### src/rtl/gci_mgmt_pkg.sv
// Constants and types shared by the GCI management channel controllers
package gci_mgmt_pkg;

    // Dual-ported memory locations
    localparam logic [11:0] MON_RX_OFS = 12'h73a;
    localparam logic [11:0] MON_TX_OFS = 12'h73c;
    localparam logic [11:0] CI_RX_OFS = 12'h73e;
    localparam logic [11:0] CI_TX_OFS = 12'h740;
    localparam logic [11:0] MODE_OFS = 12'h8b0;

    // Mode register layout; only the low five bits steer these channels
    localparam logic [15:0] MODE_RESET = 16'h3500;
    localparam int MODE_CHAN1_EN = 0;
    localparam int MODE_CHAN2_EN = 1;
    localparam int MODE_LOOPBACK = 2;
    localparam int MODE_PROTOCOL = 4;

    // Descriptor layout
    localparam int DESC_FLAG = 15;
    localparam int DESC_LAST = 14;
    localparam int DESC_ERROR = 13;
    localparam int DESC_MISMATCH = 12;
    localparam int DESC_ABIT = 9;
    localparam int DESC_EBIT = 8;
    localparam int DESC_CI_LSB = 2;

    // Frame word, first bit on the wire at the top
    localparam int FRAME_BITS = 32;
    localparam logic [4:0] FRAME_LAST_POS = 5'h1f;
    localparam int SLOT_MON_LSB = 8;
    localparam int SLOT_CI_LSB = 2;
    localparam int SLOT_ABIT = 1;
    localparam int SLOT_EBIT = 0;

    // Frames that the A bit is held active for an abort request
    localparam logic [1:0] ABORT_FRAMES = 2'h2;

    // Part revision shown after reset; value is arbitrary
    localparam logic [15:0] PART_REVISION = 16'h0001;

    localparam int FIFO_DEPTH = 4;

    typedef struct packed {
        logic [7:0] mon;
        logic a_bit;
        logic e_bit;
        logic [3:0] ci;
    } gci_frame_type;

    typedef enum logic [1:0] {
        MTX_IDLE,
        MTX_SEND,
        MTX_EOM
    } mon_tx_state_type;

endpackage

### src/rtl/gci_monitor_ci_channel_ctrl.sv
// GCI monitor and command/indication channel controllers with frame FIFO
// How it works
// - Low five mode bits steer both channels
// - Protocol select runs monitor handshake internally
// - Loopback returns sent frames; each channel needs its own enable
// - Abort command signals abort on A bit
// - Timeout command signals end-of-message on E bit
// - Monitor receive word: flags, A, E, data
// - Empty gates acknowledge or discards new bytes
// - E end-of-message sets last flag
// - Unacknowledged new byte sets error and last
// - Two identical receptions before storing; mismatch flag
// - Ready cleared after send, or after acknowledge
// - Without ready the previous byte is resent
// - Last flag sends byte then end-of-message
// - Received abort sets flag, sends end-of-message
// - Transparent mode sends descriptor A, E, data
// - C/I receive word: empty, code, zero bits
// - Further C/I codes dropped until empty set
// - C/I ready cleared after transmission
// - Per-channel requests on fill or empty
// - Revision readable until first receive write
// - C/I code valid after two equal frames
// - Transparent resend keeps previous A and E
`timescale 1ns/1ps

module gci_frame_fifo #(
    parameter int WIDTH = 14,
    parameter int DEPTH = 4
) (
    input wire logic clk_in,
    input wire logic rst_in,
    input wire logic in_valid_in,
    output logic in_ready_out,
    input wire logic [WIDTH-1:0] in_data_in,
    output logic out_valid_out,
    input wire logic out_ready_in,
    output logic [WIDTH-1:0] out_data_out
);
    localparam int PTR_W = $clog2(DEPTH);
    localparam int CNT_W = $clog2(DEPTH + 1);

    typedef struct packed {
        logic [DEPTH-1:0][WIDTH-1:0] mem;
        logic [PTR_W-1:0] wr_ptr;
        logic [PTR_W-1:0] rd_ptr;
        logic [CNT_W-1:0] count;
    } fifo_state_type;

    fifo_state_type s;
    fifo_state_type next_s;
    logic push;
    logic pop;

    assign in_ready_out = (s.count != CNT_W'(DEPTH));
    assign out_valid_out = (s.count != '0);
    assign out_data_out = s.mem[s.rd_ptr];
    assign push = in_valid_in & in_ready_out;
    assign pop = out_valid_out & out_ready_in;

    always_comb
    begin
        next_s = s;
        if (push)
        begin
            next_s.mem[s.wr_ptr] = in_data_in;
            next_s.wr_ptr = (s.wr_ptr == PTR_W'(DEPTH - 1)) ? '0
                : s.wr_ptr + 1'b1;
        end
        if (pop)
        begin
            next_s.rd_ptr = (s.rd_ptr == PTR_W'(DEPTH - 1)) ? '0
                : s.rd_ptr + 1'b1;
        end
        if (push && !pop)
        begin
            next_s.count = s.count + 1'b1;
        end
        else if (pop && !push)
        begin
            next_s.count = s.count - 1'b1;
        end
    end

    always_ff @(posedge clk_in or posedge rst_in)
    begin
        if (rst_in)
        begin
            s <= '0;
        end
        else
        begin
            s <= next_s;
        end
    end
endmodule // gci_frame_fifo

module gci_monitor_ci_channel_ctrl #(
    parameter logic [15:0] REVISION = gci_mgmt_pkg::PART_REVISION
) (
    input wire logic clk_in,
    input wire logic rst_in,
    input wire logic [11:0] host_addr_in,
    input wire logic host_wr_in,
    input wire logic host_rd_in,
    input wire logic [15:0] host_wdata_in,
    output logic [15:0] host_rdata_out,
    input wire logic gci_mode_in,
    input wire logic abort_request_cmd_in,
    input wire logic stall_timeout_cmd_in,
    input wire logic dcl_in,
    input wire logic fsc_in,
    input wire logic dd_in,
    output logic du_out,
    output logic du_oe_n_out,
    output logic mon_irq_out,
    output logic ci_irq_out
);
    typedef struct packed {
        logic [2:0] dcl_sync;
        logic [1:0] fsc_sync;
        logic [1:0] dd_sync;
        logic fsc_seen;
        logic [4:0] bit_pos;
        logic [31:0] rx_shift;
        logic [31:0] tx_shift;
        gci_mgmt_pkg::gci_frame_type tx_snap;
        logic push_valid;
        gci_mgmt_pkg::gci_frame_type push_frame;
        logic [15:0] mode;
        logic [15:0] mon_rx;
        logic [15:0] mon_tx;
        logic [15:0] ci_rx;
        logic [15:0] ci_tx;
        gci_mgmt_pkg::mon_tx_state_type mtx;
        logic mon_sent;
        logic ci_sent;
        logic [7:0] rx_prev;
        logic rx_prev_valid;
        logic rx_active;
        logic captured;
        logic ack_pending;
        logic a_prev;
        logic [1:0] abort_frames;
        logic [3:0] ci_prev;
        logic [3:0] ci_valid;
        logic [15:0] rdata;
        logic du;
        logic du_oe_n;
        logic mon_irq;
        logic ci_irq;
    } ctrl_state_type;

    ctrl_state_type s;
    ctrl_state_type next_s;
    gci_mgmt_pkg::gci_frame_type fifo_out;
    gci_mgmt_pkg::gci_frame_type f;
    gci_mgmt_pkg::gci_frame_type rx_frame;
    logic fifo_in_ready;
    logic fifo_out_valid;
    logic drain;
    logic chan1_en;
    logic chan2_en;
    logic proto;
    logic a_active;
    logic [31:0] tx_word;
    logic [31:0] rx_word;

    // Upper eleven mode bits are stored but never read here
    assign chan1_en = s.mode[gci_mgmt_pkg::MODE_CHAN1_EN];
    assign chan2_en = s.mode[gci_mgmt_pkg::MODE_CHAN2_EN];
    assign proto = s.mode[gci_mgmt_pkg::MODE_PROTOCOL];

    // Draining pauses during host writes so hardware and host never
    // update a descriptor in the same cycle
    assign drain = fifo_out_valid & ~host_wr_in;
    assign f = fifo_out;

    // Acknowledge withheld until the host has emptied the descriptor
    assign a_active = (s.ack_pending & s.mon_rx[gci_mgmt_pkg::DESC_FLAG])
        | (s.abort_frames != '0);

    // The push edge also samples the last bit, so that bit is joined here
    assign rx_word = {s.rx_shift[30:0], s.dd_sync[1]};
    assign rx_frame.mon = rx_word[gci_mgmt_pkg::SLOT_MON_LSB +: 8];
    assign rx_frame.a_bit = rx_word[gci_mgmt_pkg::SLOT_ABIT];
    assign rx_frame.e_bit = rx_word[gci_mgmt_pkg::SLOT_EBIT];
    assign rx_frame.ci = rx_word[gci_mgmt_pkg::SLOT_CI_LSB +: 4];

    gci_frame_fifo #(
        .WIDTH($bits(gci_mgmt_pkg::gci_frame_type)),
        .DEPTH(gci_mgmt_pkg::FIFO_DEPTH)
    ) frame_fifo (
        .clk_in(clk_in),
        .rst_in(rst_in),
        .in_valid_in(s.push_valid),
        .in_ready_out(fifo_in_ready),
        .in_data_in(s.push_frame),
        .out_valid_out(fifo_out_valid),
        .out_ready_in(~host_wr_in),
        .out_data_out(fifo_out)
    );

    // Outgoing frame; released slots stay high on the open-drain line
    always_comb
    begin
        tx_word = '1;
        if (chan1_en)
        begin
            tx_word[gci_mgmt_pkg::SLOT_MON_LSB +: 8] = s.mon_tx[7:0];
            if (!proto)
            begin
                tx_word[gci_mgmt_pkg::SLOT_ABIT] =
                    s.mon_tx[gci_mgmt_pkg::DESC_ABIT];
                tx_word[gci_mgmt_pkg::SLOT_EBIT] =
                    s.mon_tx[gci_mgmt_pkg::DESC_EBIT];
            end
            else
            begin
                tx_word[gci_mgmt_pkg::SLOT_ABIT] = ~a_active;
                tx_word[gci_mgmt_pkg::SLOT_EBIT] =
                    (s.mtx != gci_mgmt_pkg::MTX_SEND);
            end
        end
        if (chan2_en)
        begin
            tx_word[gci_mgmt_pkg::SLOT_CI_LSB +: 4] =
                s.ci_tx[gci_mgmt_pkg::DESC_CI_LSB +: 4];
        end
    end

    always_comb
    begin
        next_s = s;
        next_s.dcl_sync = {s.dcl_sync[1:0], dcl_in};
        next_s.fsc_sync = {s.fsc_sync[0], fsc_in};
        next_s.dd_sync = {s.dd_sync[0], dd_in};
        next_s.mon_irq = 1'b0;
        next_s.ci_irq = 1'b0;
        if (fifo_in_ready)
        begin
            next_s.push_valid = 1'b0;
        end

        // Rising line clock: frame start on a new sync, else next bit
        if (s.dcl_sync[1] && !s.dcl_sync[2])
        begin
            next_s.fsc_seen = s.fsc_sync[1];
            if (s.fsc_sync[1] && !s.fsc_seen)
            begin
                next_s.bit_pos = '0;
                next_s.tx_shift = tx_word;
                next_s.tx_snap.mon = tx_word[gci_mgmt_pkg::SLOT_MON_LSB +: 8];
                next_s.tx_snap.a_bit = tx_word[gci_mgmt_pkg::SLOT_ABIT];
                next_s.tx_snap.e_bit = tx_word[gci_mgmt_pkg::SLOT_EBIT];
                next_s.tx_snap.ci = tx_word[gci_mgmt_pkg::SLOT_CI_LSB +: 4];
                next_s.mon_sent = s.mon_tx[gci_mgmt_pkg::DESC_FLAG]
                    & chan1_en
                    & (!proto || s.mtx == gci_mgmt_pkg::MTX_SEND);
                next_s.ci_sent = s.ci_tx[gci_mgmt_pkg::DESC_FLAG] & chan2_en;
                if (s.ack_pending && s.mon_rx[gci_mgmt_pkg::DESC_FLAG])
                begin
                    next_s.ack_pending = 1'b0;
                end
                if (s.abort_frames != '0)
                begin
                    next_s.abort_frames = s.abort_frames - 1'b1;
                end
                next_s.du = tx_word[gci_mgmt_pkg::FRAME_BITS - 1];
            end
            else
            begin
                next_s.bit_pos = s.bit_pos + 1'b1;
                next_s.tx_shift = {s.tx_shift[30:0], 1'b1};
                next_s.du = s.tx_shift[gci_mgmt_pkg::FRAME_BITS - 2];
            end
            next_s.du_oe_n = next_s.du;
        end

        // Falling line clock: sample; a whole frame goes to the FIFO
        if (!s.dcl_sync[1] && s.dcl_sync[2])
        begin
            next_s.rx_shift = {s.rx_shift[30:0], s.dd_sync[1]};
            if (s.bit_pos == gci_mgmt_pkg::FRAME_LAST_POS)
            begin
                // A frame left unaccepted by a full FIFO is overwritten
                next_s.push_valid = 1'b1;
                next_s.push_frame = s.mode[gci_mgmt_pkg::MODE_LOOPBACK]
                    ? s.tx_snap : rx_frame;
            end
        end

        if (drain && chan1_en && !proto)
        begin
            if (s.mon_rx[gci_mgmt_pkg::DESC_FLAG])
            begin
                next_s.mon_rx = {4'h0, 2'h0, f.a_bit, f.e_bit,
                    f.mon};
                next_s.mon_irq = 1'b1;
            end
            if (s.mon_sent)
            begin
                next_s.mon_tx[gci_mgmt_pkg::DESC_FLAG] = 1'b0;
                next_s.mon_sent = 1'b0;
                next_s.mon_irq = 1'b1;
            end
        end

        if (drain && chan1_en && proto)
        begin
            next_s.a_prev = f.a_bit;
            case (s.mtx)
                gci_mgmt_pkg::MTX_IDLE:
                begin
                    if (s.mon_tx[gci_mgmt_pkg::DESC_FLAG])
                    begin
                        next_s.mtx = gci_mgmt_pkg::MTX_SEND;
                    end
                end
                gci_mgmt_pkg::MTX_SEND:
                begin
                    if (!f.a_bit && !s.a_prev)
                    begin
                        next_s.mon_tx[gci_mgmt_pkg::DESC_ERROR] =
                            1'b1;
                        next_s.mtx = gci_mgmt_pkg::MTX_EOM;
                        next_s.mon_sent = 1'b0;
                    end
                    else if (s.mon_sent && !f.a_bit)
                    begin
                        next_s.mon_tx[gci_mgmt_pkg::DESC_FLAG] = 1'b0;
                        next_s.mon_sent = 1'b0;
                        next_s.mon_irq = 1'b1;
                        if (s.mon_tx[gci_mgmt_pkg::DESC_LAST])
                        begin
                            next_s.mtx = gci_mgmt_pkg::MTX_EOM;
                        end
                    end
                end
                gci_mgmt_pkg::MTX_EOM:
                begin
                    next_s.mtx = gci_mgmt_pkg::MTX_IDLE;
                end
                default:
                begin
                    next_s.mtx = gci_mgmt_pkg::MTX_IDLE;
                end
            endcase

            if (!f.e_bit)
            begin
                next_s.rx_active = 1'b1;
                next_s.rx_prev = f.mon;
                next_s.rx_prev_valid = 1'b1;
                if (s.rx_prev_valid && f.mon == s.rx_prev)
                begin
                    next_s.mon_rx[gci_mgmt_pkg::DESC_MISMATCH] = 1'b0;
                    if (!s.captured && s.ack_pending
                        && f.mon != s.mon_rx[7:0])
                    begin
                        next_s.mon_rx[gci_mgmt_pkg::DESC_LAST] =
                            1'b1;
                        next_s.mon_rx[gci_mgmt_pkg::DESC_ERROR] =
                            1'b1;
                        next_s.mon_rx[gci_mgmt_pkg::DESC_FLAG] = 1'b0;
                        next_s.captured = 1'b1;
                        next_s.mon_irq = 1'b1;
                    end
                    else if (!s.captured && s.mon_rx[gci_mgmt_pkg::DESC_FLAG])
                    begin
                        next_s.mon_rx = {8'h00, f.mon};
                        next_s.captured = 1'b1;
                        next_s.ack_pending = 1'b1;
                        next_s.mon_irq = 1'b1;
                    end
                end
                else if (s.rx_prev_valid)
                begin
                    next_s.mon_rx[gci_mgmt_pkg::DESC_MISMATCH] = 1'b1;
                    next_s.captured = 1'b0;
                end
            end
            else if (s.rx_active)
            begin
                next_s.mon_rx[gci_mgmt_pkg::DESC_LAST] = 1'b1;
                next_s.mon_rx[gci_mgmt_pkg::DESC_FLAG] = 1'b0;
                next_s.mon_irq = 1'b1;
                next_s.rx_active = 1'b0;
                next_s.rx_prev_valid = 1'b0;
                next_s.captured = 1'b0;
            end
        end

        if (drain && chan2_en)
        begin
            next_s.ci_prev = f.ci;
            if (f.ci == s.ci_prev && f.ci != s.ci_valid)
            begin
                next_s.ci_valid = f.ci;
                if (s.ci_rx[gci_mgmt_pkg::DESC_FLAG])
                begin
                    next_s.ci_rx = {10'h000, f.ci, 2'h0};
                    next_s.ci_irq = 1'b1;
                end
            end
            if (s.ci_sent)
            begin
                next_s.ci_tx[gci_mgmt_pkg::DESC_FLAG] = 1'b0;
                next_s.ci_sent = 1'b0;
                next_s.ci_irq = 1'b1;
            end
        end

        // Commands only mean something with the handshake running
        if (gci_mode_in && proto && chan1_en)
        begin
            if (abort_request_cmd_in)
            begin
                next_s.abort_frames = gci_mgmt_pkg::ABORT_FRAMES;
                next_s.ack_pending = 1'b0;
            end
            if (stall_timeout_cmd_in)
            begin
                next_s.mtx = gci_mgmt_pkg::MTX_EOM;
                next_s.mon_sent = 1'b0;
            end
        end

        if (host_wr_in)
        begin
            case (host_addr_in)
                gci_mgmt_pkg::MON_RX_OFS: next_s.mon_rx = host_wdata_in;
                gci_mgmt_pkg::MON_TX_OFS:
                begin
                    next_s.mon_tx = host_wdata_in;
                    next_s.mon_sent = 1'b0;
                end
                gci_mgmt_pkg::CI_RX_OFS: next_s.ci_rx = host_wdata_in;
                gci_mgmt_pkg::CI_TX_OFS:
                begin
                    next_s.ci_tx = host_wdata_in;
                    next_s.ci_sent = 1'b0;
                end
                gci_mgmt_pkg::MODE_OFS: next_s.mode = host_wdata_in;
                default: next_s.mode = s.mode;
            endcase
        end

        if (host_rd_in)
        begin
            case (host_addr_in)
                gci_mgmt_pkg::MON_RX_OFS: next_s.rdata = s.mon_rx;
                gci_mgmt_pkg::MON_TX_OFS: next_s.rdata = s.mon_tx;
                gci_mgmt_pkg::CI_RX_OFS: next_s.rdata = s.ci_rx;
                gci_mgmt_pkg::CI_TX_OFS: next_s.rdata = s.ci_tx;
                gci_mgmt_pkg::MODE_OFS: next_s.rdata = s.mode;
                default: next_s.rdata = '0;
            endcase
        end

        // Requests only while the owning channel is enabled
        next_s.mon_irq = next_s.mon_irq & chan1_en;
        next_s.ci_irq = next_s.ci_irq & chan2_en;
    end

    always_ff @(posedge clk_in or posedge rst_in)
    begin
        if (rst_in)
        begin
            s <= '0;
            s.mode <= gci_mgmt_pkg::MODE_RESET;
            s.mon_rx <= REVISION;
            s.rx_shift <= '1;
            s.tx_shift <= '1;
            s.du <= 1'b1;
            s.du_oe_n <= 1'b1;
            s.a_prev <= 1'b1;
            s.mtx <= gci_mgmt_pkg::MTX_IDLE;
        end
        else
        begin
            s <= next_s;
        end
    end

    assign host_rdata_out = s.rdata;
    assign du_out = s.du;
    assign du_oe_n_out = s.du_oe_n;
    assign mon_irq_out = s.mon_irq;
    assign ci_irq_out = s.ci_irq;
endmodule // gci_monitor_ci_channel_ctrl

### config.mk
export PLATFORM = sky130hd
export DESIGN_NAME = gci_monitor_ci_channel_ctrl
export DESIGN_NICKNAME = d
export VERILOG_FILES = /design/src/rtl/gci_mgmt_pkg.sv /design/src/rtl/gci_monitor_ci_channel_ctrl.sv
export SDC_FILE = /design/constraint.sdc
export NUM_CORES = 1
export LEC_CHECK = 0
export ABC_AREA = 1
export ABC_CLOCK_PERIOD_IN_PS = 8200
export BUFFER_PORTS_ARGS = -buffer_cell sky130_fd_sc_hd__buf_2
export CAP_MARGIN = 20
export CORE_AREA = 2 2 229 231
export CTS_BUF_LIST = sky130_fd_sc_hd__clkbuf_8 sky130_fd_sc_hd__clkbuf_16
export CTS_CLUSTER_DIAMETER = 80
export CTS_CLUSTER_SIZE = 14
export DETAILED_ROUTE_END_ITERATION = 7
export DIE_AREA = 0 0 231 233
export GPL_TIMING_DRIVEN = 0
export PLACE_DENSITY = 0.49
export SYNTH_ARGS = -nofsm -noshare
export SYNTH_HDL_FRONTEND = slang
export SYNTH_SLANG_ARGS = --single-unit
### constraint.sdc
create_clock -name clk_in -period 8.2 [get_ports clk_in]
set_input_delay 0.82 -clock clk_in [delete_from_list [all_inputs] [get_ports clk_in]]
set_output_delay 0.82 -clock clk_in [all_outputs]
set_load 0.02 [all_outputs]
# --- After elaboration in Yosys (flattened, before gate mapping) ---
# Index checks and enable logic that the tools add are counted.
totals:
  n_memories: 0
  romBits: 0
  reg_bits: 277
  ram_bits: 0
  word_cells: 232
  latchBits: 0
op_classes:
  eq_ne: 17
  multipliers: 0
  bitwise: 12
  muxes: 104
  magnitude_cmp: 3
  div_mod_pow: 0
  addsub: 6
  n_shift: 0
  n_reduce_logical: 44
ops:
  columns: ["op", "n"]
  rows:
  - ["2-to-1 mux 16 bit", 6]
  - ["case mux 16 bit (5 select lines)", 1]
  - ["2-to-1 mux 64 bit", 1]
  - ["2-to-1 mux 15 bit", 4]
  - ["bitwise mux 56 bit", 1]
  - ["2-to-1 mux 14 bit", 4]
  - ["2-to-1 mux 17 bit", 3]
  - ["== test 12 x 11 -> 1 bit, second input constant", 4]
  - ["2-to-1 mux 1 bit", 46]
  - ["2-to-1 mux 2 bit", 18]
  - ["2-to-1 mux 3 bit", 11]
  - ["2-to-1 mux 31 bit", 1]
  - ["binary-select mux 14 bit (select 2 bit)", 1]
  - ["demux 14 bit (select 2 bit)", 1]
  - ["logical AND 1 bit", 20]
  - ["AND reduction 2 bit", 8]
  - ["2-to-1 mux 13 bit", 1]
  - ["== test 12 bit, second input constant", 1]
  - ["2-to-1 mux 12 bit", 1]
  - ["zero test 1 bit", 9]
  - ["AND 1 bit", 8]
  - ["== test 8 bit", 1]
  - ["2-to-1 mux 8 bit", 1]
  - ["inequality test 8 bit", 1]
  - ["other kinds (26)", 33]

# --- Longest topological paths before layout ---
# Gate-level depths: netlist of run 1.
depth:
  word_depth: 15
  mapped_depth: 18
  depth_no_buf: 17

# --- Hierarchy ---
# Synthesis of run 1 repeated with hierarchy kept, for this count alone.
hier_totals:
  cells_unflattened: 1542
  hier_area_um2: 13033.8
modules_own_cells:
  columns: ["module", "n_inst", "cells_each", "area_each_um2"]
  rows:
  - ["gci_monitor_ci_channel_ctrl", 1, 1137, 9783.1]
  - ["gci_frame_fifo", 1, 405, 3250.6]

# --- Worst setup path after synthesis of run 1 ---
# Ideal clock, no wire load.
synth_path:
  path_type: "in2reg"
  start: "input port host_wr_in"
  end: "register s[107] (netlist bit)"
  stages: 9
  setup_slack_ns: 5.907
  setup_time_ns: 0.129
  path_buffers: 1
  arrival_time_ns: 2.164
  path_cell_list: "inv_1 > o31ai_1 > nor2_2 > inv_1 > nor2_1 > buf_2 > nand4_1 > nand3_1 > o21ai_1"
synth_rtl:
  columns: ["element", "line_no", "text"]
  rows:
  - ["start, declared", "gci_monitor_ci_channel_ctrl.sv:104", "input wire logic host_wr_in,"]
  - ["end signal, assigned", "gci_monitor_ci_channel_ctrl.sv:482", "s <= next_s;"]
  - ["end, declared", "gci_monitor_ci_channel_ctrl.sv:154", "ctrl_state_type s;"]

==> impl_metrics.tcl, run 1 <==
set metrics [dict create \
    wl_per_cell_um 17.0 \
    utilization_pct 28.9 \
    num_antenna_cells 0 \
    insertion_delay_ns 0.54 \
    p_sw_w 0.00104 \
    die-area_sq_um 53800 \
    dp_cells 2220 \
    cts_resized 0 \
    overflow 0 \
    start_util_pct 24.9 \
    htree_levels 1 \
    vias_per_cell 4.65 \
    ys_types 46 \
    final_cell_area_sq_um 14700 \
    drt-initial-drc-count 732 \
    final_cells 2265 \
    crit_path_cell_trace "buf_2 > inv_1 > o31ai_1 > buf_2 > nor2_1 > nand3_1 > nor3_4 > nand3_2 > buf_4 > nand3_1 > o21ai_1" \
    clkPwrFrac_pct 32.9 \
    rows 83 \
    synth-seq-cells 277 \
    synthArstFlopShare_pct 100 \
    cts_tree "done" \
    track_usage_pct 14.4 \
    portBuffers 56 \
    fillCellCount 5570 \
    cts-hold-fix-buffers 0 \
    drive_above_1_share_pct 12.8 \
    syn_area_sq_um 12700 \
    core_area_sq_um 51100 \
    startpoint_type "input pin" \
    area_growth_pct 15.9 \
    rr_startpoint "frame_fifo.s[4]$_DFFE_PP0N_" \
    synth-edff-count 0 \
    critPathKind "input pin to flip-flop" \
    cts_root_buffer "clkbuf_16" \
    fmax_mhz 356 \
    clockBufferDepth 3 \
    synth_fp_nets 1522 \
    intPower_w 0.00223 \
    grt_pass1_vias 10500 \
    max_slew.worst_pin.slew_ns 0.876 \
    layout.nets 1614 \
    routed_wl_um 38500 \
    via_count 10500 \
    worst_path_largest_cell_delay_ns 0.43 \
    powerDensity_nw_per_um2 222 \
    yosys_warnings 0 \
    setup_tns_ns 0 \
    grt_pass1_wl_um 60600 \
    dp_hpwl_um 28400 \
    slew_violations 0 \
    status "completed" \
    post-cts-setup-buffers 0 \
    finalClockSkew_ns 0.0197 \
    finalCritPeriodShare_pct 34.3 \
    drtAntennaViolNets 0 \
    end_kind "flip-flop" \
    critPathBufInv 4 \
    leakagePower_nw 6.76 \
    worst-endpoint-required_ns 8.60 \
    grt_max_degree 42 \
    fp.dieW_um 231 \
    place.gp.congestion 0.848 \
    swShare_pct 31.9 \
    placed_cell_area_sq_um 14000 \
    hold_class "input pin to asynchronous set/reset pin" \
    cp-startpoint "host_wr_in" \
    critPathTopFamily "simple AND/OR/NAND/NOR gates" \
    layout_common_cells "nand2_1, dfrtp_1, o21ai_0" \
    drt_drc_violations_left 0 \
    cp_slowest_cell "nor2_1" \
    ios 58 \
    cts.sinks 277 \
    final_common_cell "nand2_1" \
    yosys_most_used_dff "dfrtp_1" \
    slew_headroom_pct 41.6 \
    fin_total_pwr_w 0.00327 \
    synthCells 1475 \
    cp_max_fo 10 \
    setup_violations 0 \
    vdd.ir_drop.worst_mv 0.116 \
    numCtsBuffers 24 \
    hold_violations 0 \
    antenna_found_initial 0 \
    rsz0062_at_grt "no" \
    arrival_ns 3.21 \
    min_period_ns 2.81 \
    maxCapViolCount 0 \
    p_seq_share_pct 47.0 \
    syn_area_per_cell_sq_um 8.63 \
    ys_seq_area_share_pct 55.0 \
    firstDrtPassIters 7 \
    p_comb_share_pct 20.1 \
    path_clk_slew_ns 0.07 \
    die_h_um 233 \
]
path summary, 6_finish.rpt:
| check | slack, ns | end | cells after the start |
|---|---|---|---|
| max in group asynchronous | 6.69 | s[123]$_DFFE_PP1P_ | 6 |
| hold reg to reg | 0.35 | s[229]$_DFF_PP0_ | 0 |
| hold / removal | 0.22 | frame_fifo.s[49]$_DFFE_PP0P_ | 2 |
| min in group clk_in | 0.35 | s[229]$_DFF_PP0_ | 0 |
| setup / recovery | 5.39 | s[76]$_DFF_PP0_ | 11 |
| setup reg to reg | 5.44 | s[102]$_DFF_PP0_ | 13 |
area by class of cell:
cell class                 count  area [sq um]  share of cell area (%)
sequential                   277          7000                    47.5
timing repair buffer          66           458                    3.11
clock buffer                  25           614                    4.17
tap                          680           851                    5.77
multi-input combinational    940          4640                    31.5
inverter                     179           676                    4.58
buffer                        79           415                    2.82
clock inverter                19          95.1                   0.645
flip-flops by register name, summed over array words and instances (netlist names):
| register | cells |
|---|---|
| s | 172 |
| frame_fifo.s | 63 |
| host_rdata_out | 16 |
| rx_frame | 14 |
| next_s | 4 |
| rx_word | 2 |
| chan1_en | 1 |
| chan2_en | 1 |
| ci_irq_out | 1 |
| du_oe_n_out | 1 |
| mon_irq_out | 1 |
| proto | 1 |
through the flow:
step	hold slack, ns	worst slack [ns]
floorplan	0.331	3.76
global placement	0.338	1.78
detailed placement	0.340	4.73
CTS	0.212	5.20
global route	0.215	5.17
finish	0.224	5.39
synth_stat cells (all sizes together), types with 5 or more instances:
cell / instances / share of area (%)
nor3: 8 / 0.40
buf: 32 / 1.9
clkbuf: 47 / 1.4
o211ai: 18 / 1.1
o221ai: 13 / 0.89
nor2: 90 / 2.7
a22oi: 18 / 1.1
dfstp: 53 / 11
o21ai: 201 / 7.9
o22ai: 18 / 0.88
dfrtp: 224 / 44
nand3: 95 / 3.9
xnor2: 5 / 0.34
nand4: 17 / 0.95
nor4: 6 / 0.30
inv: 177 / 5.2
a21oi: 60 / 2.4
nand2: 347 / 10
a32o: 12 / 0.94
ha: 8 / 0.79
worst reg2reg max path: cells and delay by family (launching register included):
kind | cells | cell delay, ns
DFF | 1 | 0.50
buffers and inverters | 2 | 0.41
and+or+nand+nor | 10 | 1.36
AOI/OAI and AO/OA | 1 | 0.37
power groups by stage:
stage | logic, W | registers [W] | clock network [W]
finish | 0.000657 | 0.00154 | 0.00108
global route | 0.000733 | 0.00155 | 0.00116
CTS | 0.000658 | 0.00154 | 0.00111
detailed placement | 0.000657 | 0.00156 | 0
global placement | 0.000641 | 0.00156 | 0
floorplan | 0.000445 | 0.00155 | 0
metal layers:
layer / routed length [um] / global-route usage [%] / share of wire, % / vias to the layer above
met1: 18900 / 21.2 / 49 / 5175
met4: 898 / 3.79 / 2.3 / 0
met3: 1620 / 1.42 / 4.2 / 45
met5: 0 / 0 / 0 / -
met2: 17200 / 22.3 / 45 / 273
li1: - / - / - / 5050
cell families after synthesis:
| group | count (synthesis) | share of synthesized area [%] |
|---|---|---|
| and+or+nand+nor | 570 | 18.9 |
| AOI/OAI and AO/OA | 351 | 15.9 |
| DFF | 277 | 55.0 |
| buffers and inverters | 258 | 8.54 |
| adders and majority gates | 9 | 0.944 |
| xor gates and xnor gates | 8 | 0.551 |
| muxes | 2 | 0.177 |
Power figures use the tool's default switching activity.
==> run 2, diff against run 1 <==
==> config.mk (replaced) <==
export PLATFORM = sky130hd
export DESIGN_NAME = gci_monitor_ci_channel_ctrl
export DESIGN_NICKNAME = d
export VERILOG_FILES = /design/src/rtl/gci_mgmt_pkg.sv /design/src/rtl/gci_monitor_ci_channel_ctrl.sv
export SDC_FILE = /design/constraint.sdc
export NUM_CORES = 1
export LEC_CHECK = 0
export ABC_AREA = 0
export ABC_CLOCK_PERIOD_IN_PS = 2750
export BUFFER_PORTS_ARGS = -buffer_cell sky130_fd_sc_hd__buf_2
export CAP_MARGIN = 20
export CORE_AREA = 2 2 227 229
export CTS_BUF_LIST = sky130_fd_sc_hd__clkbuf_8 sky130_fd_sc_hd__clkbuf_16
export CTS_CLUSTER_DIAMETER = 80
export CTS_CLUSTER_SIZE = 14
export DETAILED_ROUTE_END_ITERATION = 7
export DIE_AREA = 0 0 229 231
export GPL_TIMING_DRIVEN = 0
export PLACE_DENSITY = 0.48
export SYNTH_ARGS = -nofsm -noshare
export SYNTH_HDL_FRONTEND = slang
export SYNTH_SLANG_ARGS = --single-unit
==> constraint.sdc (replaced) <==
create_clock -name clk_in -period 2.75 [get_ports clk_in]
set_input_delay 0.275 -clock clk_in [delete_from_list [all_inputs] [get_ports clk_in]]
set_output_delay 0.275 -clock clk_in [all_outputs]
set_load 0.02 [all_outputs]
==> impl_metrics.tcl, run 2 <==
set metrics [dict create \
    final_cell_area_sq_um 14700 \
    powerDensity_nw_per_um2 612 \
    critPathTopFamily "multiplexers" \
    crit_path_cell_trace "buf_6 > buf_12 > mux4_2 > xor2_1 > nor4_2 > a21oi_2 > o21ai_4 > clkbuf_4 > mux2i_1 > a21oi_1" \
    cts.sinks 277 \
    finalCritPeriodShare_pct 101 \
    synth_top_cell_area_share_pct 45.0 \
    violations "negative setup slack" \
    wl_per_cell_um 17.4 \
    synthSimpleGateAreaFrac_pct 8.93 \
    via_count 8453 \
    synth_fp_nets 1083 \
    ys_seq_area_share_pct 56.2 \
    ys_types 58 \
    vias_per_cell 4.58 \
    final_common_cell "dfrtp_1" \
    dp_hpwl_um 23100 \
    syn_area_per_cell_sq_um 12.0 \
    synthArstFlopShare_pct 100 \
    critPathKind "flip-flop to flip-flop" \
    yosys.area.top_type "dfrtp_1" \
    drtAntennaViolNets 0 \
    grt_pass1_vias 8672 \
    status "finished with violations" \
    yosys_warnings 0 \
    netlist_top_cells_area "dfrtp_1, mux2_2, dfstp_2" \
    overflow 0 \
    clockBufferDepth 3 \
    routed_wl_um 32100 \
    htree_levels 1 \
    drt-initial-drc-count 590 \
    fmax_mhz 360 \
    vdd.ir_drop.worst_mv 0.424 \
    min_period_ns 2.78 \
    cts_root_buffer "clkbuf_16" \
    slew_headroom_pct 47.0 \
    cp_max_fo 5 \
    synth-edff-count 0 \
    grt_pass1_wl_um 51000 \
    place_ws_ns -0.368 \
    setup_violations 2 \
    synth_mux_area_share_pct 18.3 \
    setup_tns_ns -0.0386 \
    end_kind "flip-flop" \
    drive_above_1_share_pct 30.9 \
    hold_depth 3 \
    netlist_top_cells_count "dfrtp_1, mux2_2, nand2_1" \
    insertion_delay_ns 0.55 \
    ios 58 \
    synth_adder_area_share_pct 0.964 \
    finalClockSkew_ns 0.0255 \
    synth_compound_area_share_pct 10.4 \
    arrival_ns 3.18 \
    die_h_um 231 \
    path_clk_slew_ns 0.07 \
    worst_slack_ns -0.0283 \
    drt_drc_violations_left 0 \
    syn_area_sq_um 12500 \
    ff2ff_path_depth 10 \
    grt_max_degree 43 \
    cts_tree "done" \
    area_growth_pct 17.7 \
    slew_violations 0 \
    startpoint_type "flip-flop" \
    portBuffers 56 \
    critPathBufInv 3 \
    synth_most_common_cell "dfrtp_1" \
    cp.depth 10 \
    synth-seq-cells 277 \
    synth_top_family_by_area "multiplexers" \
    worst_path_largest_cell_delay_ns 0.60 \
    firstDrtPassIters 5 \
    maxCapViolCount 0 \
    layout_common_cells "dfrtp_1, mux2_2, nand2_1" \
    core_area_sq_um 50700 \
    yosys_most_used_dff "dfrtp_1" \
    numCtsBuffers 24 \
    fp.dieW_um 229 \
    rows 83 \
    place.gp.congestion 0.780 \
    largest_register_ffs 172 \
    die-area_sq_um 52900 \
    cp_slowest_cell "mux4_2" \
    hold_class "input pin to flip-flop" \
    layout.nets 1194 \
    synthXorXnorAreaFrac_pct 1.90 \
    start_util_pct 24.6 \
    rsz0062_at_grt "yes" \
    placed_cell_area_sq_um 13700 \
    track_usage_pct 12.1 \
    antenna_found_initial 1 \
    fillCellCount 5370 \
    max_slew.worst_pin.slew_ns 0.795 \
    leakagePower_nw 6.64 \
    hold_violations 0 \
    num_antenna_cells 0 \
    synthCells 1036 \
    worst-endpoint-required_ns 3.16 \
    top_register "s" \
]
-- run 2: cell types whose count changed in the layout (fill, tap and decap cells not counted), moves of 19 or more --
cell	previous run	this run
mux2_2	2	149
o21ai_0	190	76
mux2i_1	0	26
inv_1	186	28
a22o_1	2	21
nor2_1	88	64
nand2_1	342	110
nand3_1	92	12
-- run 2: worst paths after layout --
path | startpoint | to | slack, ns
worst max-delay path | frame_fifo.s[4]$_DFFE_PP0N_ | s[97]$_DFF_PP0_ | -0.03
worst min-delay path | host_wdata_in[3] | s[66]$_DFF_PP0_ | 0.02
worst max register to register | frame_fifo.s[4]$_DFFE_PP0N_ | s[97]$_DFF_PP0_ | -0.03
worst min register to register | next_s[227]$_DFF_PP0_ | rx_frame[4]$_DFF_PP0_ | 0.35
max in group asynchronous | rst_in | s[186]$_DFFE_PP1N_ | 1.17
min in group asynchronous | rst_in | frame_fifo.s[40]$_DFFE_PP0P_ | 0.36
-- run 2: worst register-to-register path: stages (launching register included) --
cell,delay [ns]
dfrtp_1,0.38
buf_6,0.15
buf_12,0.13
mux4_2,0.60
xor2_1,0.21
nor4_2,0.35
a21oi_2,0.16
o21ai_4,0.19
clkbuf_4,0.21
mux2i_1,0.19
a21oi_1,0.08
-- run 2: final cells by class --
| cell class | instances | area (sq um) | area share [%] |
|---|---|---|---|
| flip-flops and latches | 277 | 7000 | 47.7 |
| multi-input cells | 673 | 5060 | 34.5 |
| well taps | 680 | 851 | 5.80 |
| repair buffers | 86 | 636 | 4.33 |
| clock buffers | 24 | 601 | 4.09 |
| plain buffers | 72 | 373 | 2.54 |
| clock inverters | 19 | 96.3 | 0.657 |
| inverters | 13 | 52.6 | 0.358 |
-- run 2: logic make-up (layout without fill, tap and decap cells) --
family          after synthesis  count (layout)
flops                       277             277
simple gates                244             244
compound gates              204             204
mux                         189             189
buf+inv                      86             214
xor+xnor                     27              27
fa+ha+maj                     9               9
-- run 2: what timing repair did --
item	in CTS	in global routing
gates cloned	0	2
pin swaps	3	13
buffers inserted	6	8
gates resized for setup	7	10
endpoints found under the hold margin	26	0
setup endpoints to repair	40	28
hold buffers	6	0
-- run 2: per-stage QoR --
stage          utilization (%)  total power [W]  cells  hold WS (ns)
2_1_floorplan                -          0.00545   1036         0.306
3_3_place_gp              26.8          0.00576   1772         0.347
5_1_grt                   29.0          0.00943   1844        0.0287
3_5_place_dp              27.1          0.00581   1780         0.343
6_report                  29.0          0.00898   1844        0.0220
4_1_cts                   28.7          0.00906   1834       0.00634
-- run 2: where the power goes --
| part | internal [W] | switching [W] |
|---|---|---|
| Combinational | 0.000539 | 0.000542 |
| Clock | 0.00160 | 0.00159 |
| Sequential | 0.00448 | 0.000233 |
| Total | 0.00661 | 0.00236 |
-- run 2: routing by layer --
layer / GRT usage, % / wire length, um / part of all wire, % / vias up
li1: - / - / - / 3913
met1: 16.7 / 15400 / 48 / 4353
met2: 20.1 / 15100 / 47 / 147
met3: 2.10 / 1160 / 3.6 / 38
met4: 2.13 / 522 / 1.6 / 2
met5: 0 / 13 / 0.040 / -
==> run 3, diff against run 2 <==
--- a/config.mk
+++ b/config.mk
@@ -9,12 +9,12 @@
 export ABC_CLOCK_PERIOD_IN_PS = 2750
 export BUFFER_PORTS_ARGS = -buffer_cell sky130_fd_sc_hd__buf_2
 export CAP_MARGIN = 20
-export CORE_AREA = 2 2 227 229
+export CORE_AREA = 3 3 228 230
 export CTS_BUF_LIST = sky130_fd_sc_hd__clkbuf_8 sky130_fd_sc_hd__clkbuf_16
 export CTS_CLUSTER_DIAMETER = 80
 export CTS_CLUSTER_SIZE = 14
 export DETAILED_ROUTE_END_ITERATION = 7
-export DIE_AREA = 0 0 229 231
+export DIE_AREA = 0 0 231 233
 export GPL_TIMING_DRIVEN = 0
 export PLACE_DENSITY = 0.48
 export SYNTH_ARGS = -nofsm -noshare
==> impl_metrics.tcl, run 3 (synthesized netlist as in run 2, its figures left out) <==
set metrics [dict create \
    finalCritPeriodShare_pct 98.8 \
    die-area_sq_um 53800 \
    grt_max_degree 44 \
    fp.dieW_um 231 \
    cts_root_buffer "clkbuf_16" \
    wl_per_cell_um 17.4 \
    drt_drc_violations_left 0 \
    r2r_slack_ns 0.03 \
    reg2reg_to "s[104]$_DFF_PP0_" \
    numCtsBuffers 23 \
    rows 82 \
    setup_violations 0 \
    arrival_ns 3.14 \
    cts.sinks 277 \
    slew_headroom_pct 38.4 \
    insertion_delay_ns 0.54 \
    final_cell_area_sq_um 14600 \
    fillCellCount 5219 \
    layout_common_cells "dfrtp_1, mux2_2, nand2_1" \
    overflow 0 \
    num_antenna_cells 0 \
    hold_path.startpoint "host_wdata_in[5]" \
    rr_startpoint "frame_fifo.s[4]$_DFFE_PP0N_" \
    top_register "s" \
    portBuffers 56 \
    ff2ff_path_depth 9 \
    antenna_found_initial 1 \
    die_h_um 233 \
    finalClockSkew_ns 0.0112 \
    final_common_cell "dfrtp_1" \
    powerDensity_nw_per_um2 601 \
    largest_register_ffs 172 \
    status "completed" \
    rsz0062_at_grt "yes" \
    start_util_pct 24.9 \
    startpoint_type "flip-flop" \
    track_usage_pct 11.8 \
    vias_per_cell 4.59 \
    dp_cells 1772 \
    via_count 8406 \
    place.gp.congestion 0.767 \
    slew_violations 0 \
    grt_pass1_wl_um 50500 \
    cp_max_fo 10 \
    placed_cell_area_sq_um 13700 \
    vdd.ir_drop.worst_mv 0.405 \
    final_cells 1831 \
    routed_wl_um 31900 \
    grt_pass1_vias 8624 \
    area_growth_pct 17.1 \
    setup_tns_ns 0 \
    drt-initial-drc-count 531 \
    hold_class "input pin to flip-flop" \
    end_kind "flip-flop" \
    ios 58 \
    max_slew.worst_pin.slew_ns 0.922 \
    hold_depth 3 \
    htree_levels 1 \
    hold_violations 0 \
    firstDrtPassIters 5 \
    worst-endpoint-required_ns 3.18 \
    leakagePower_nw 6.60 \
    drive_above_1_share_pct 30.9 \
    fmax_mhz 368 \
    min_period_ns 2.72 \
    clockBufferDepth 3 \
    hold-worst-slack_ns 0.0318 \
    critPathKind "flip-flop to flip-flop" \
    dp_hpwl_um 23000 \
    cts_tree "done" \
    maxCapViolCount 0 \
    min_to "s[68]$_DFF_PP0_" \
    drtAntennaViolNets 0 \
    layout.nets 1189 \
    core_area_sq_um 50100 \
    path_clk_slew_ns 0.07 \
]
-- run 3: cell types whose count changed in the layout (fill, tap and decap cells not counted), sizes merged --
| cell | before | now |
|---|---|---|
| buf | 106 | 105 |
| clkbuf | 70 | 67 |
| clkdlybuf4s18 | 0 | 1 |
| dlygate4sd3 | 6 | 4 |
-- run 3: per-layer routing --
metal | global-route usage, % | vias up | part of all wire [%]
met4 | 2.38 | 0 | 2.0
met5 | 0 | - | 0
met3 | 1.58 | 43 | 3.2
li1 | - | 3893 | -
met1 | 16.5 | 4335 | 48
met2 | 19.7 | 135 | 47
-- run 3: worst max path at each step --
stage                           startpoint                    to  slack, ns
3_5_place_dp               host_addr_in[2]     s[81]$_DFFE_PP0P_      -0.37
3_3_place_gp                        rst_in    s[220]$_DFFE_PP0N_      -3.12
5_1_grt        frame_fifo.s[4]$_DFFE_PP0N_       s[98]$_DFF_PP0_      -0.14
6_report       frame_fifo.s[4]$_DFFE_PP0N_      s[104]$_DFF_PP0_       0.03
4_1_cts        frame_fifo.s[4]$_DFFE_PP0N_       s[64]$_DFF_PP0_      0.005
2_1_floorplan                       rst_in  chan1_en$_DFFE_PP0P_      -1.15
-- run 3: repair_timing --
| item | CTS | global route |
|---|---|---|
| hold buffers | 4 | 0 |
| endpoints found under the hold margin | 37 | 0 |
| pin swaps | 5 | 4 |
| setup endpoints to repair | 41 | 34 |
| resized for setup | 14 | 4 |
| setup buffers | 6 | 7 |
| gates cloned | 1 | 0 |
-- run 3: layout make-up --
cell class	count	area [sq um]	share of cell area, %
flip-flops and latches	277	7000	48.0
multi-input cells	673	5090	34.9
well taps	672	841	5.76
repair buffers	82	588	4.03
clock buffers	23	576	3.94
plain buffers	72	373	2.55
clock inverters	19	77.6	0.531
inverters	13	52.6	0.360
-- run 3: power by group --
part           switching [W]  leakage [nW]  total, W  internal [W]
combinational       0.000531          2.64   0.00103      0.000497
clock                0.00151         0.382   0.00303       0.00152
sequential          0.000237          3.58   0.00472       0.00448
total                0.00228          6.60   0.00877       0.00649
-- run 3: metrics by stage --
stage	total power (W)	setup slack, ns	util (%)
after floorplan	0.00545	-1.15	-
after global routing	0.00924	-0.137	29.2
after detailed placement	0.00581	-0.373	27.4
after CTS	0.00892	0.00494	29.0
after global placement	0.00575	-3.12	27.1
final	0.00877	0.0327	29.2
-- run 3: critical path, stage by stage (launching register included) --
cell and delay, ns:
dfrtp_1 0.37, buf_6 0.13, buf_12 0.14, mux4_2 0.63, xor2_2 0.20, nor4_4 0.30
a21oi_2 0.15, buf_4 0.16, or2_2 0.32, a22o_1 0.18
